[config.mk]
export PLATFORM = sky130hd
export DESIGN_NAME = exception_reset_sequencer
export DESIGN_NICKNAME = d
export VERILOG_FILES = /design/src/design/ers_pkg.sv /design/src/design/exception_reset_sequencer.sv /design/src/design/level_sync2.sv /design/src/design/vector_address_map.sv
export VERILOG_INCLUDE_DIRS = /design/src /design/src/design
export SDC_FILE = /design/constraint.sdc
export NUM_CORES = 1
export LEC_CHECK = 0
export ABC_AREA = 1
export BUFFER_PORTS_ARGS = -buffer_cell sky130_fd_sc_hd__buf_2
export CAP_MARGIN = 20
export CELL_PAD_IN_SITES_DETAIL_PLACEMENT = 0
export CELL_PAD_IN_SITES_GLOBAL_PLACEMENT = 1
export CORE_UTILIZATION = 35
export DETAILED_ROUTE_END_ITERATION = 12
export GPL_TIMING_DRIVEN = 1
export HOLD_SLACK_MARGIN = 0.08
export PLACE_DENSITY = 0.88
export SLEW_MARGIN = 20
export SYNTH_ARGS = -nofsm -noshare
export SYNTH_HDL_FRONTEND = slang
export SYNTH_SLANG_ARGS = --single-unit
[constraint.sdc]
create_clock -name core_clk -period 4.1 [get_ports core_clk]
set_input_delay 0.82 -clock core_clk [delete_from_list [all_inputs] [get_ports core_clk]]
set_output_delay 0.82 -clock core_clk [all_outputs]
set_load 0.03 [all_outputs]
[src/design/exception_reset_consts.svh]
// Offsets, field positions, vector numbers, reset values and timing counts
`ifndef EXCEPTION_RESET_CONSTS_SVH
`define EXCEPTION_RESET_CONSTS_SVH

// Register byte offsets on the bus
`define ERS_CTRL_OFS 4'h0
`define ERS_STATUS_OFS 4'h4
`define ERS_LAST_EXC_OFS 4'h8
`define ERS_PC_OFS 4'hc

// Control register fields
`define ERS_CTRL_MODE_LO 0
`define ERS_CTRL_MODE_HI 1
`define ERS_CTRL_TRACE 2
`define ERS_CTRL_CCR_MASK 3
`define ERS_CTRL_EXR_MASK 4

// Status register fields
`define ERS_STAT_STATE_LSB 0
`define ERS_STAT_FIRST_BLOCK 2
`define ERS_STAT_PEND_LSB 3
`define ERS_STAT_SHORT_RESET 6

// Flag values forced by reset handling
`define ERS_TRACE_RST 1'b0
`define ERS_MASK_RST 1'b1
`define ERS_MODE_RST 2'h0

// Vector numbers
`define ERS_VEC_RESET 7'h00
`define ERS_VEC_MANUAL 7'h01
`define ERS_VEC_TRACE 7'h05
`define ERS_VEC_DIRECT 7'h06
`define ERS_VEC_NMI 7'h07
`define ERS_VEC_TRAP_BASE 7'h08
`define ERS_VEC_TRAP_LAST 7'h0b
`define ERS_VEC_IRQ_BASE 7'h10
`define ERS_VEC_IRQ_LAST 7'h15
`define ERS_VEC_INT_FIRST 7'h18
`define ERS_VEC_INT_LAST 7'h7f

// Timing: one state is one clock period
`define ERS_CLK_PERIOD_NS 10
`define ERS_STATE_PERIOD_NS 10
`define ERS_RESET_MIN_STATES 20
`define ERS_RESET_MIN_CYC \
	((`ERS_RESET_MIN_STATES * `ERS_STATE_PERIOD_NS + `ERS_CLK_PERIOD_NS - 1) / `ERS_CLK_PERIOD_NS)

`endif

[src/design/ers_pkg.sv]
// Types shared by the exception and reset sequencer
package ers_pkg;

	typedef enum logic [1:0] {
		ST_HOLD = 2'b00,
		ST_INIT = 2'b01,
		ST_FETCH = 2'b10,
		ST_RUN = 2'b11
	} seq_state_e;

	typedef enum logic [2:0] {
		EXC_NONE = 3'b000,
		EXC_RESET = 3'b001,
		EXC_TRACE = 3'b010,
		EXC_DIRECT = 3'b011,
		EXC_INT = 3'b100,
		EXC_TRAP = 3'b101
	} exc_kind_e;

	typedef enum logic [1:0] {
		INS_PLAIN = 2'b00,
		INS_CCR_LOGIC = 2'b01,
		INS_LOAD_CTRL = 2'b10,
		INS_RETURN = 2'b11
	} instr_kind_e;

	typedef struct packed {
		logic instr_done;
		logic exc_done;
		instr_kind_e kind;
		logic trap;
		logic [1:0] trap_operand;
		logic direct_transition;
	} cpu_report_s;

	typedef struct packed {
		logic valid;
		logic [6:0] vector;
	} int_request_s;

	typedef struct packed {
		logic take;
		exc_kind_e kind;
		logic [6:0] vector;
		logic [15:0] addr;
	} exc_request_s;

	typedef struct packed {
		logic trace;
		logic ccr_mask;
		logic exr_mask;
		logic mode_hi;
		logic mode_lo;
	} flags_s;

	typedef struct packed {
		logic trace;
		logic direct;
		logic trap;
		logic [1:0] trap_op;
	} pend_s;

	typedef struct packed {
		logic meta;
		logic stable;
	} sync_regs_s;

	typedef struct packed {
		seq_state_e state;
		flags_s flags;
		pend_s pend;
		logic first_block;
		logic [4:0] low_cnt;
		logic short_reset;
		exc_request_s exc;
		logic module_init;
		logic pc_load;
		logic [23:0] pc_value;
		logic wb_ack;
		logic [31:0] wb_dat;
	} seq_regs_s;

endpackage

[src/design/exception_reset_sequencer.sv]
// Exception arbiter and reset sequencer with a Wishbone register slave
`timescale 1ns/100ps
`default_nettype none
`include "exception_reset_consts.svh"

module exception_reset_sequencer #(
	parameter int PORT_PINS = 48,
	parameter bit ADVANCED = 1'b1
) (
	input wire logic core_clk,
	input wire logic rst_n,
	input wire logic ce,
	input wire logic chip_reset_input_low,
	input wire logic watchdog_overflow,
	input wire ers_pkg::cpu_report_s cpu_report,
	input wire ers_pkg::int_request_s int_request,
	input wire logic vec_fetch_ack,
	input wire logic [23:0] vec_fetch_data,
	output logic vec_fetch_req,
	output logic [15:0] vec_fetch_addr,
	output ers_pkg::exc_request_s exc_request,
	output logic cpu_hold,
	output logic module_init,
	output logic pc_load,
	output logic [23:0] pc_value,
	output logic trace_flag,
	output logic ccr_mask,
	output logic exr_mask,
	output logic [1:0] int_mode,
	output logic ext_bus_enable,
	output logic [PORT_PINS-1:0] port_gpio_mode,
	input wire logic wb_cyc_i,
	input wire logic wb_stb_i,
	input wire logic wb_we_i,
	input wire logic [3:0] wb_adr_i,
	input wire logic [3:0] wb_sel_i,
	input wire logic [31:0] wb_dat_i,
	output logic [31:0] wb_dat_o,
	output logic wb_ack_o
);

	// ------------------------------------------------------------------
	// Reset pin synchroniser and vector maps
	// ------------------------------------------------------------------
	ers_pkg::seq_regs_s st_reg;
	ers_pkg::seq_regs_s st_next;
	logic res_high;
	logic [6:0] sel_vec;
	logic [15:0] sel_addr;
	logic int_legal;
	logic mode2;
	logic accept;
	logic trace_now;
	logic direct_now;
	logic trap_now;
	logic int_ok;

	// Pin is asynchronous to the core clock
	level_sync2 u_res_sync (
		.core_clk(core_clk),
		.rst_n(rst_n),
		.ce(ce),
		.async_in(chip_reset_input_low),
		.sync_out(res_high)
	);
	vector_address_map u_sel_map (
		.vector(sel_vec),
		.advanced(ADVANCED),
		.addr(sel_addr),
		.legal()
	);
	vector_address_map u_int_map (
		.vector(int_request.vector),
		.advanced(ADVANCED),
		.addr(),
		.legal(int_legal)
	);

	// ------------------------------------------------------------------
	// Arbitration terms
	// ------------------------------------------------------------------
	// Mode 2 only for the exact code 10
	assign mode2 = st_reg.flags.mode_hi & ~st_reg.flags.mode_lo;
	assign accept = (st_reg.state == ers_pkg::ST_RUN)
		& (cpu_report.instr_done | cpu_report.exc_done);
	// Trace is raised per completed step, never after a return
	assign trace_now = st_reg.pend.trace | (accept & st_reg.flags.trace & mode2
		& ~(cpu_report.instr_done & (cpu_report.kind == ers_pkg::INS_RETURN)));
	assign direct_now = st_reg.pend.direct
		| ((st_reg.state == ers_pkg::ST_RUN) & cpu_report.direct_transition);
	assign trap_now = st_reg.pend.trap
		| ((st_reg.state == ers_pkg::ST_RUN) & cpu_report.trap);
	// Interrupts are sampled only at clean acceptance points
	assign int_ok = accept & int_request.valid & int_legal & ~st_reg.first_block
		& ~(cpu_report.instr_done & ((cpu_report.kind == ers_pkg::INS_CCR_LOGIC)
		| (cpu_report.kind == ers_pkg::INS_LOAD_CTRL)));
	// Fixed priority picks the winning vector number
	always_comb
	begin
		if (trace_now)
			sel_vec = `ERS_VEC_TRACE;
		else if (direct_now)
			sel_vec = `ERS_VEC_DIRECT;
		else if (int_ok)
			sel_vec = int_request.vector;
		else if (trap_now)
			sel_vec = `ERS_VEC_TRAP_BASE | {5'h00, st_reg.pend.trap ? st_reg.pend.trap_op
				: cpu_report.trap_operand};
		else
			sel_vec = `ERS_VEC_RESET;
	end

	// ------------------------------------------------------------------
	// Next-state logic
	// ------------------------------------------------------------------
	// Bus first, hardware after, so hardware events win
	always_comb
	begin
		st_next = st_reg;
		st_next.exc.take = 1'b0;
		st_next.module_init = 1'b0;
		st_next.pc_load = 1'b0;
		st_next.wb_ack = 1'b0;

		// Single-cycle classic slave, ack dropped after one cycle
		if (wb_cyc_i && wb_stb_i && !st_reg.wb_ack)
		begin
			st_next.wb_ack = 1'b1;
			st_next.wb_dat = 32'h0000_0000;
			unique case (wb_adr_i)
				`ERS_CTRL_OFS:
				begin
					st_next.wb_dat[4:0] = {st_reg.flags.exr_mask, st_reg.flags.ccr_mask,
						st_reg.flags.trace, st_reg.flags.mode_hi, st_reg.flags.mode_lo};
					if (wb_we_i && wb_sel_i[0])
					begin
						st_next.flags.trace = wb_dat_i[`ERS_CTRL_TRACE];
						st_next.flags.ccr_mask = wb_dat_i[`ERS_CTRL_CCR_MASK];
						st_next.flags.exr_mask = wb_dat_i[`ERS_CTRL_EXR_MASK];
						// Prohibited codes leave the mode untouched
						if (!wb_dat_i[`ERS_CTRL_MODE_LO])
							st_next.flags.mode_hi = wb_dat_i[`ERS_CTRL_MODE_HI];
					end
				end
				`ERS_STATUS_OFS:
				begin
					st_next.wb_dat[`ERS_STAT_STATE_LSB +: 2] = st_reg.state;
					st_next.wb_dat[`ERS_STAT_FIRST_BLOCK] = st_reg.first_block;
					st_next.wb_dat[`ERS_STAT_PEND_LSB +: 3] =
						{st_reg.pend.trap, st_reg.pend.direct, st_reg.pend.trace};
					st_next.wb_dat[`ERS_STAT_SHORT_RESET] = st_reg.short_reset;
				end
				`ERS_LAST_EXC_OFS:
					st_next.wb_dat[25:0] = {st_reg.exc.kind, st_reg.exc.vector, st_reg.exc.addr};
				`ERS_PC_OFS:
					st_next.wb_dat[23:0] = st_reg.pc_value;
				default:
					st_next.wb_dat = 32'h0000_0000;
			endcase
		end

		// Length of the last low pulse, saturating
		if (!res_high)
		begin
			if (st_reg.low_cnt < 5'(`ERS_RESET_MIN_CYC))
				st_next.low_cnt = st_reg.low_cnt + 5'h01;
		end

		unique case (st_reg.state)
			ers_pkg::ST_HOLD:
			begin
				// Short pulses are flagged, the far end owns the width
				if (res_high)
				begin
					st_next.state = ers_pkg::ST_INIT;
					st_next.short_reset = st_reg.low_cnt < 5'(`ERS_RESET_MIN_CYC);
					st_next.low_cnt = 5'h00;
				end
			end
			ers_pkg::ST_INIT:
			begin
				st_next.state = ers_pkg::ST_FETCH;
				st_next.module_init = 1'b1;
				st_next.flags.trace = `ERS_TRACE_RST;
				st_next.flags.ccr_mask = `ERS_MASK_RST;
				st_next.flags.exr_mask = `ERS_MASK_RST;
				{st_next.flags.mode_hi, st_next.flags.mode_lo} = `ERS_MODE_RST;
				st_next.pend = '0;
				st_next.first_block = 1'b1;
				st_next.exc.take = 1'b1;
				st_next.exc.kind = ers_pkg::EXC_RESET;
				st_next.exc.vector = `ERS_VEC_RESET;
				st_next.exc.addr = 16'h0000;
			end
			ers_pkg::ST_FETCH:
			begin
				// Reset vector entry becomes the program counter
				if (vec_fetch_ack)
				begin
					st_next.state = ers_pkg::ST_RUN;
					st_next.pc_load = 1'b1;
					st_next.pc_value = vec_fetch_data;
				end
			end
			ers_pkg::ST_RUN:
			begin
				// Pending bits copy the live terms; the take clears the winner's bit, none for an interrupt
				st_next.pend.trace = trace_now;
				st_next.pend.direct = direct_now;
				st_next.pend.trap = trap_now;
				if (cpu_report.trap && !st_reg.pend.trap)
					st_next.pend.trap_op = cpu_report.trap_operand;
				if (cpu_report.instr_done)
					st_next.first_block = 1'b0;
				if (accept && (trace_now || direct_now || int_ok || trap_now))
				begin
					st_next.exc.take = 1'b1;
					st_next.exc.vector = sel_vec;
					st_next.exc.addr = sel_addr;
					st_next.flags.ccr_mask = 1'b1;
					if (mode2)
						st_next.flags.trace = 1'b0;
					// Losers keep their pending bits
					if (trace_now)
					begin
						st_next.exc.kind = ers_pkg::EXC_TRACE;
						st_next.pend.trace = 1'b0;
					end
					else if (direct_now)
					begin
						st_next.exc.kind = ers_pkg::EXC_DIRECT;
						st_next.pend.direct = 1'b0;
					end
					else if (int_ok)
						st_next.exc.kind = ers_pkg::EXC_INT;
					else
					begin
						st_next.exc.kind = ers_pkg::EXC_TRAP;
						st_next.pend.trap = 1'b0;
					end
				end
			end
		endcase

		// Watchdog restarts handling without a pin pulse
		if (watchdog_overflow && res_high)
			st_next.state = ers_pkg::ST_INIT;

		// Pin low overrides the state machine, watchdog and pulses; the bus slave still answers
		if (!res_high)
		begin
			st_next.state = ers_pkg::ST_HOLD;
			st_next.exc.take = 1'b0;
			st_next.pc_load = 1'b0;
			st_next.module_init = 1'b0;
		end
	end

	// ------------------------------------------------------------------
	// State register
	// ------------------------------------------------------------------
	// Reset lands in hold; INIT then forces the architectural flags
	always_ff @(posedge core_clk or negedge rst_n)
	begin
		if (!rst_n)
		begin
			st_reg <= '0;
			st_reg.state <= ers_pkg::ST_HOLD;
			st_reg.flags.ccr_mask <= `ERS_MASK_RST;
			st_reg.flags.exr_mask <= `ERS_MASK_RST;
			st_reg.first_block <= 1'b1;
		end
		else if (ce)
			st_reg <= st_next;
	end

	// ------------------------------------------------------------------
	// Outputs
	// ------------------------------------------------------------------
	assign vec_fetch_req = (st_reg.state == ers_pkg::ST_FETCH);
	assign vec_fetch_addr = 16'h0000;
	assign exc_request = st_reg.exc;
	assign cpu_hold = (st_reg.state != ers_pkg::ST_RUN);
	assign module_init = st_reg.module_init;
	assign pc_load = st_reg.pc_load;
	assign pc_value = st_reg.pc_value;
	assign trace_flag = st_reg.flags.trace;
	assign ccr_mask = st_reg.flags.ccr_mask;
	assign exr_mask = st_reg.flags.exr_mask;
	assign int_mode = {st_reg.flags.mode_hi, st_reg.flags.mode_lo};
	assign ext_bus_enable = 1'b0;
	assign port_gpio_mode = {PORT_PINS{1'b1}};
	assign wb_ack_o = st_reg.wb_ack;
	assign wb_dat_o = st_reg.wb_dat;

	// ------------------------------------------------------------------
	// Assertions
	// ------------------------------------------------------------------
	a_reset_hold_state: assert property (@(posedge core_clk) disable iff (!rst_n)
		(ce && !res_high) |=> (cpu_hold && !exc_request.take && !pc_load))
		else $error("processing continued while reset pin low");
	a_reset_release_start: assert property (@(posedge core_clk) disable iff (!rst_n)
		(ce && res_high && st_reg.state == ers_pkg::ST_HOLD)
		|=> (st_reg.state == ers_pkg::ST_INIT))
		else $error("reset handling did not start on pin release");
	a_watchdog_restart: assert property (@(posedge core_clk) disable iff (!rst_n)
		(ce && res_high && watchdog_overflow) |=> (st_reg.state == ers_pkg::ST_INIT))
		else $error("watchdog overflow did not restart reset handling");
	a_init_flags_set: assert property (@(posedge core_clk) disable iff (!rst_n)
		(ce && res_high && !watchdog_overflow && st_reg.state == ers_pkg::ST_INIT)
		|=> (!trace_flag && ccr_mask && exr_mask && int_mode == 2'b00 && module_init
		&& vec_fetch_req))
		else $error("reset initialisation values wrong");
	a_pc_from_vector: assert property (@(posedge core_clk) disable iff (!rst_n)
		(ce && res_high && !watchdog_overflow && vec_fetch_req && vec_fetch_ack)
		|=> (pc_load && pc_value == $past(vec_fetch_data) && !cpu_hold))
		else $error("reset vector not loaded into program counter");
	a_vector_addr_map: assert property (@(posedge core_clk) disable iff (!rst_n)
		exc_request.take |-> (exc_request.addr == (ADVANCED
		? {7'h00, exc_request.vector, 2'b00} : {8'h00, exc_request.vector, 1'b0})))
		else $error("vector address does not match vector number");
	a_trace_wins_prio: assert property (@(posedge core_clk) disable iff (!rst_n)
		(ce && res_high && !watchdog_overflow && accept && trace_now)
		|=> (exc_request.take && exc_request.kind == ers_pkg::EXC_TRACE
		&& exc_request.vector == `ERS_VEC_TRACE))
		else $error("trace not taken ahead of lower exceptions");
	a_loser_stays_pend: assert property (@(posedge core_clk) disable iff (!rst_n)
		(ce && res_high && !watchdog_overflow && accept && !trace_now && !direct_now
		&& int_ok && trap_now) |=> (st_reg.pend.trap && exc_request.kind == ers_pkg::EXC_INT))
		else $error("trap lost when interrupt won arbitration");
	a_no_int_early: assert property (@(posedge core_clk) disable iff (!rst_n)
		(ce && st_reg.first_block) |=> (exc_request.kind != ers_pkg::EXC_INT || !exc_request.take))
		else $error("interrupt taken before first instruction");
	a_no_trace_return: assert property (@(posedge core_clk) disable iff (!rst_n)
		(ce && accept && !st_reg.pend.trace && (!mode2 || (cpu_report.instr_done
		&& cpu_report.kind == ers_pkg::INS_RETURN)))
		|=> (exc_request.kind != ers_pkg::EXC_TRACE || !exc_request.take))
		else $error("trace taken outside mode 2 or after return");
	a_no_ext_access: assert property (@(posedge core_clk) disable iff (!rst_n)
		!ext_bus_enable)
		else $error("external address access enabled");

endmodule // exception_reset_sequencer

`default_nettype wire

[src/design/level_sync2.sv]
// Two-flop synchroniser for one asynchronous level
`timescale 1ns/100ps
`default_nettype none

module level_sync2 (
	input wire logic core_clk,
	input wire logic rst_n,
	input wire logic ce,
	input wire logic async_in,
	output logic sync_out
);

	ers_pkg::sync_regs_s st_reg;
	ers_pkg::sync_regs_s st_next;

	// First stage feeds only the second
	always_comb
	begin
		st_next.meta = async_in;
		st_next.stable = st_reg.meta;
	end

	// Resets low so the chip starts out held
	always_ff @(posedge core_clk or negedge rst_n)
	begin
		if (!rst_n)
			st_reg <= '0;
		else if (ce)
			st_reg <= st_next;
	end

	assign sync_out = st_reg.stable;

endmodule // level_sync2

`default_nettype wire

[src/design/vector_address_map.sv]
// Vector number to table address and legality check
`timescale 1ns/100ps
`default_nettype none
`include "exception_reset_consts.svh"

module vector_address_map (
	input wire logic [6:0] vector,
	input wire logic advanced,
	output logic [15:0] addr,
	output logic legal
);

	// Four-byte entries in advanced mode, two-byte in normal
	always_comb
	begin
		addr = advanced ? {7'h00, vector, 2'b00} : {8'h00, vector, 1'b0};
	end

	// Manual reset and reserved slots never pass as request vectors
	always_comb
	begin
		legal = (vector == `ERS_VEC_RESET) || (vector == `ERS_VEC_TRACE)
			|| (vector == `ERS_VEC_DIRECT) || (vector == `ERS_VEC_NMI)
			|| ((vector >= `ERS_VEC_TRAP_BASE) && (vector <= `ERS_VEC_TRAP_LAST))
			|| ((vector >= `ERS_VEC_IRQ_BASE) && (vector <= `ERS_VEC_IRQ_LAST))
			|| (vector >= `ERS_VEC_INT_FIRST);
	end

endmodule // vector_address_map

`default_nettype wire

==> flow_metrics.py <==
metrics = {
    "status": {
        "status": "complete, no violations",
    },
    "clock_tree": {
        "clock_path_buffers": 2,
        "cts_sinks": 84,
        "ctsResizeCount": 0,
        "ctsHoldBuffers": 0,
        "ctsRootBufferMaster": "clkbuf_16",
        "path_clk_slew_ps": 60,
        "cts_buffers": 9,
        "cts_setup_buffers": 0,
        "h-tree-depth": 3,
        "cts_tree": "built",
        "worstSkewPairLatency_ps": 340,
    },
    "drt": {
        "routedWlPerCell_um": 13.0,
        "vias_per_cell": 4.39,
        "antenna_left": 0,
        "drtPass1Iterations": 4,
        "route.vias.total": 3848,
        "drt-total-wl_um": 11400,
        "dr.first_iter.drc_count": 146,
        "route.detailed.drc": 0,
    },
    "critical_path": {
        "critPathRequiredTime_ps": 4340,
        "ff2ff_path_depth": 9,
        "crit_fanout": 18,
        "start_kind": "input port",
        "cp-end-kind": "flop",
        "reg2reg_slack_ps": 2040,
        "arrival_ps": 2690,
        "reg2reg_to": "exc_request[21]",
        "path_class": "input port to flop",
        "reg2reg_from": "st_reg[104]",
    },
    "sta": {
        "fmax_mhz": 408,
        "drv_slew": 0,
        "finalCriticalPeriod_ps": 2450,
        "fin_hold_ws_ps": 473,
        "fin_skew_ps": 7.86,
        "tns_ps": 0,
        "worst_pin_slew_ps": 841,
        "post-route-period-util_pct": 59.8,
        "rsz0062_at_grt": "no",
        "max_slew_margin_pct": 43.5,
        "final_hold_viol_count": 0,
        "setup_viol": 0,
    },
    "floorplan": {
        "die_y_um": 123,
        "start_util_pct": 35.7,
        "num_rows": 44,
        "dieArea_um2": 15200,
        "core_area_um2": 14500,
        "io_pins": 247,
        "die_w_um": 123,
    },
    "logic_synthesis": {
        "synth_flop_cell": "dfrtp_1",
        "avgSynthCellArea_um2": 8.25,
        "ys_top_cells_by_area": "dfrtp_1, buf_4, nand2_1",
        "ys_warn_count": 0,
        "synth_compound_area_share_pct": 10.6,
        "synth_top_family_by_area": "buffers and inverters",
        "ys_seq_area_share_pct": 40.8,
        "synthXorXnorAreaFrac_pct": 0,
        "syn-instance-count": 626,
        "synthAdderAreaFrac_pct": 1.45,
        "synthSimpleGateAreaFrac_pct": 17.6,
        "yosys_register_bits": 84,
        "synthArstFlopShare_pct": 100,
        "synth-edff-count": 0,
        "ys_types": 39,
        "post-synth-top-area-cell": "dfrtp_1",
        "muxShareOfSynthArea_pct": 1.53,
        "syn_area_um2": 5160,
        "synth_top_cell_area_share_pct": 39.3,
    },
    "layout": {
        "drive_gt1_share_pct": 26.3,
        "final_common_cell": "buf_2",
        "final_cell_mix": "buf_2, nand2_1, conb_1, dfrtp_1, inv_1",
        "finalNonFillerCells": 877,
        "n_antenna_cell": 0,
        "area_growth_syn_to_layout_pct": 5.99,
        "fin_util_pct": 37.8,
        "largest_register_ffs": 26,
        "final_nets": 784,
    },
    "placement": {
        "place_hpwl_um": 8550,
        "portBuffers": 135,
        "place_congestion": 0.829,
        "dp_cells": 862,
    },
    "pwr": {
        "peakVddDrop_mv": 0.196,
        "powerDensity_nw_per_um2": 502,
        "power_leakage_uw": 0.00309,
    },
    "hold_path": {
        "min_to": "wb_dat_o[2]",
        "hp-start": "wb_dat_o[2]",
        "hold_class": "flop to flop",
        "worstHoldPathCells": 2,
    },
    "grt": {
        "grtUsageTotal_pct": 15.0,
        "overflow": 0,
        "grt_pass1_vias": 3344,
        "antenna_found_initial": 0,
        "grt_pass1_wl_um": 17100,
        "grt_max_degree": 85,
    },
    "flow_run": {
        "maxCapViolCount": 0,
    },
}
[worst max-delay path, cell delays in order]
cell      delay, ps
buf_2           330
inv_1           300
nor2_2          440
nand2_1         460
o221ai_1        330
[cells by family (layout without fill, tap and decap cells)]
kind of cell / count (synthesis) / count (layout)
flip-flops: 84 / 84
AO/OA/AOI/OAI: 92 / 92
AND/OR/NAND/NOR: 208 / 208
other: 2 / 81
adder cells (fa/ha/maj): 6 / 6
multiplexers: 7 / 7
buffers and inverters: 227 / 215
[power breakdown]
| group | leakage [uW] | total [uW] | switching, uW | internal [uW] |
|---|---|---|---|---|
| registers | 0.00107 | 1110 | 113 | 996 |
| logic | 0.00188 | 841 | 621 | 220 |
| clock network | 0.000142 | 797 | 328 | 469 |
| total | 0.00309 | 2750 | 1060 | 1690 |
[per-layer routing]
layer,GRT usage [%],up-vias,share of wire [%]
met5,0,-,0
met4,5.42,0,1.3
met3,2.86,12,6.1
met2,24.4,152,45
met1,19.7,1795,47
li1,-,1889,-
[area by class of cell]
class | instances | area (um^2)
Fill cell | 1533 | 9010
Clock inverter | 6 | 65.1
Tap cell | 184 | 230
Sequential cell | 84 | 2110
Inverter | 64 | 243
Timing Repair Buffer | 136 | 689
Clock buffer | 9 | 225
Multi-Input combinational cell | 394 | 1910
[cell usage after synthesis (2+ instances only)]
library cell / instances
o211ai_1: 3
nor2_1: 40
nand2_2: 6
buf_6: 2
dfrtp_1: 81
nand2_4: 2
clkbuf_1: 7
o21ai_2: 4
dfstp_2: 3
buf_4: 151
conb_1: 2
nand3_1: 25
o22ai_1: 3
o221ai_1: 9
o21ai_0: 36
o2111ai_1: 2
buf_2: 3
ha_1: 6
nand4_1: 3
mux2_2: 7
a21oi_1: 30
nor3_1: 3
inv_1: 61
nand2_1: 122
[worst max-delay path by stage]
stage                        from               to
finish                         ce     wb_dat_o[18]
global placement               ce     wb_dat_o[16]
detailed placement             ce     wb_dat_o[18]
global route                   ce     wb_dat_o[19]
floorplan           cpu_report[4]  exc_request[17]
CTS                            ce     wb_dat_o[18]
[per-stage QoR]
stage / instance area, um^2 / total power (uW) / setup slack, ps
floorplan: 5460 / 1940 / 2060
finish: 5470 / 2750 / 1650
CTS: 5470 / 2780 / 1590
detailed placement: 5180 / 1970 / 1240
global route: 5470 / 2910 / 1360
global placement: 5180 / 1950 / 1270
No activity file was read; power rests on OpenSTA's default activity.
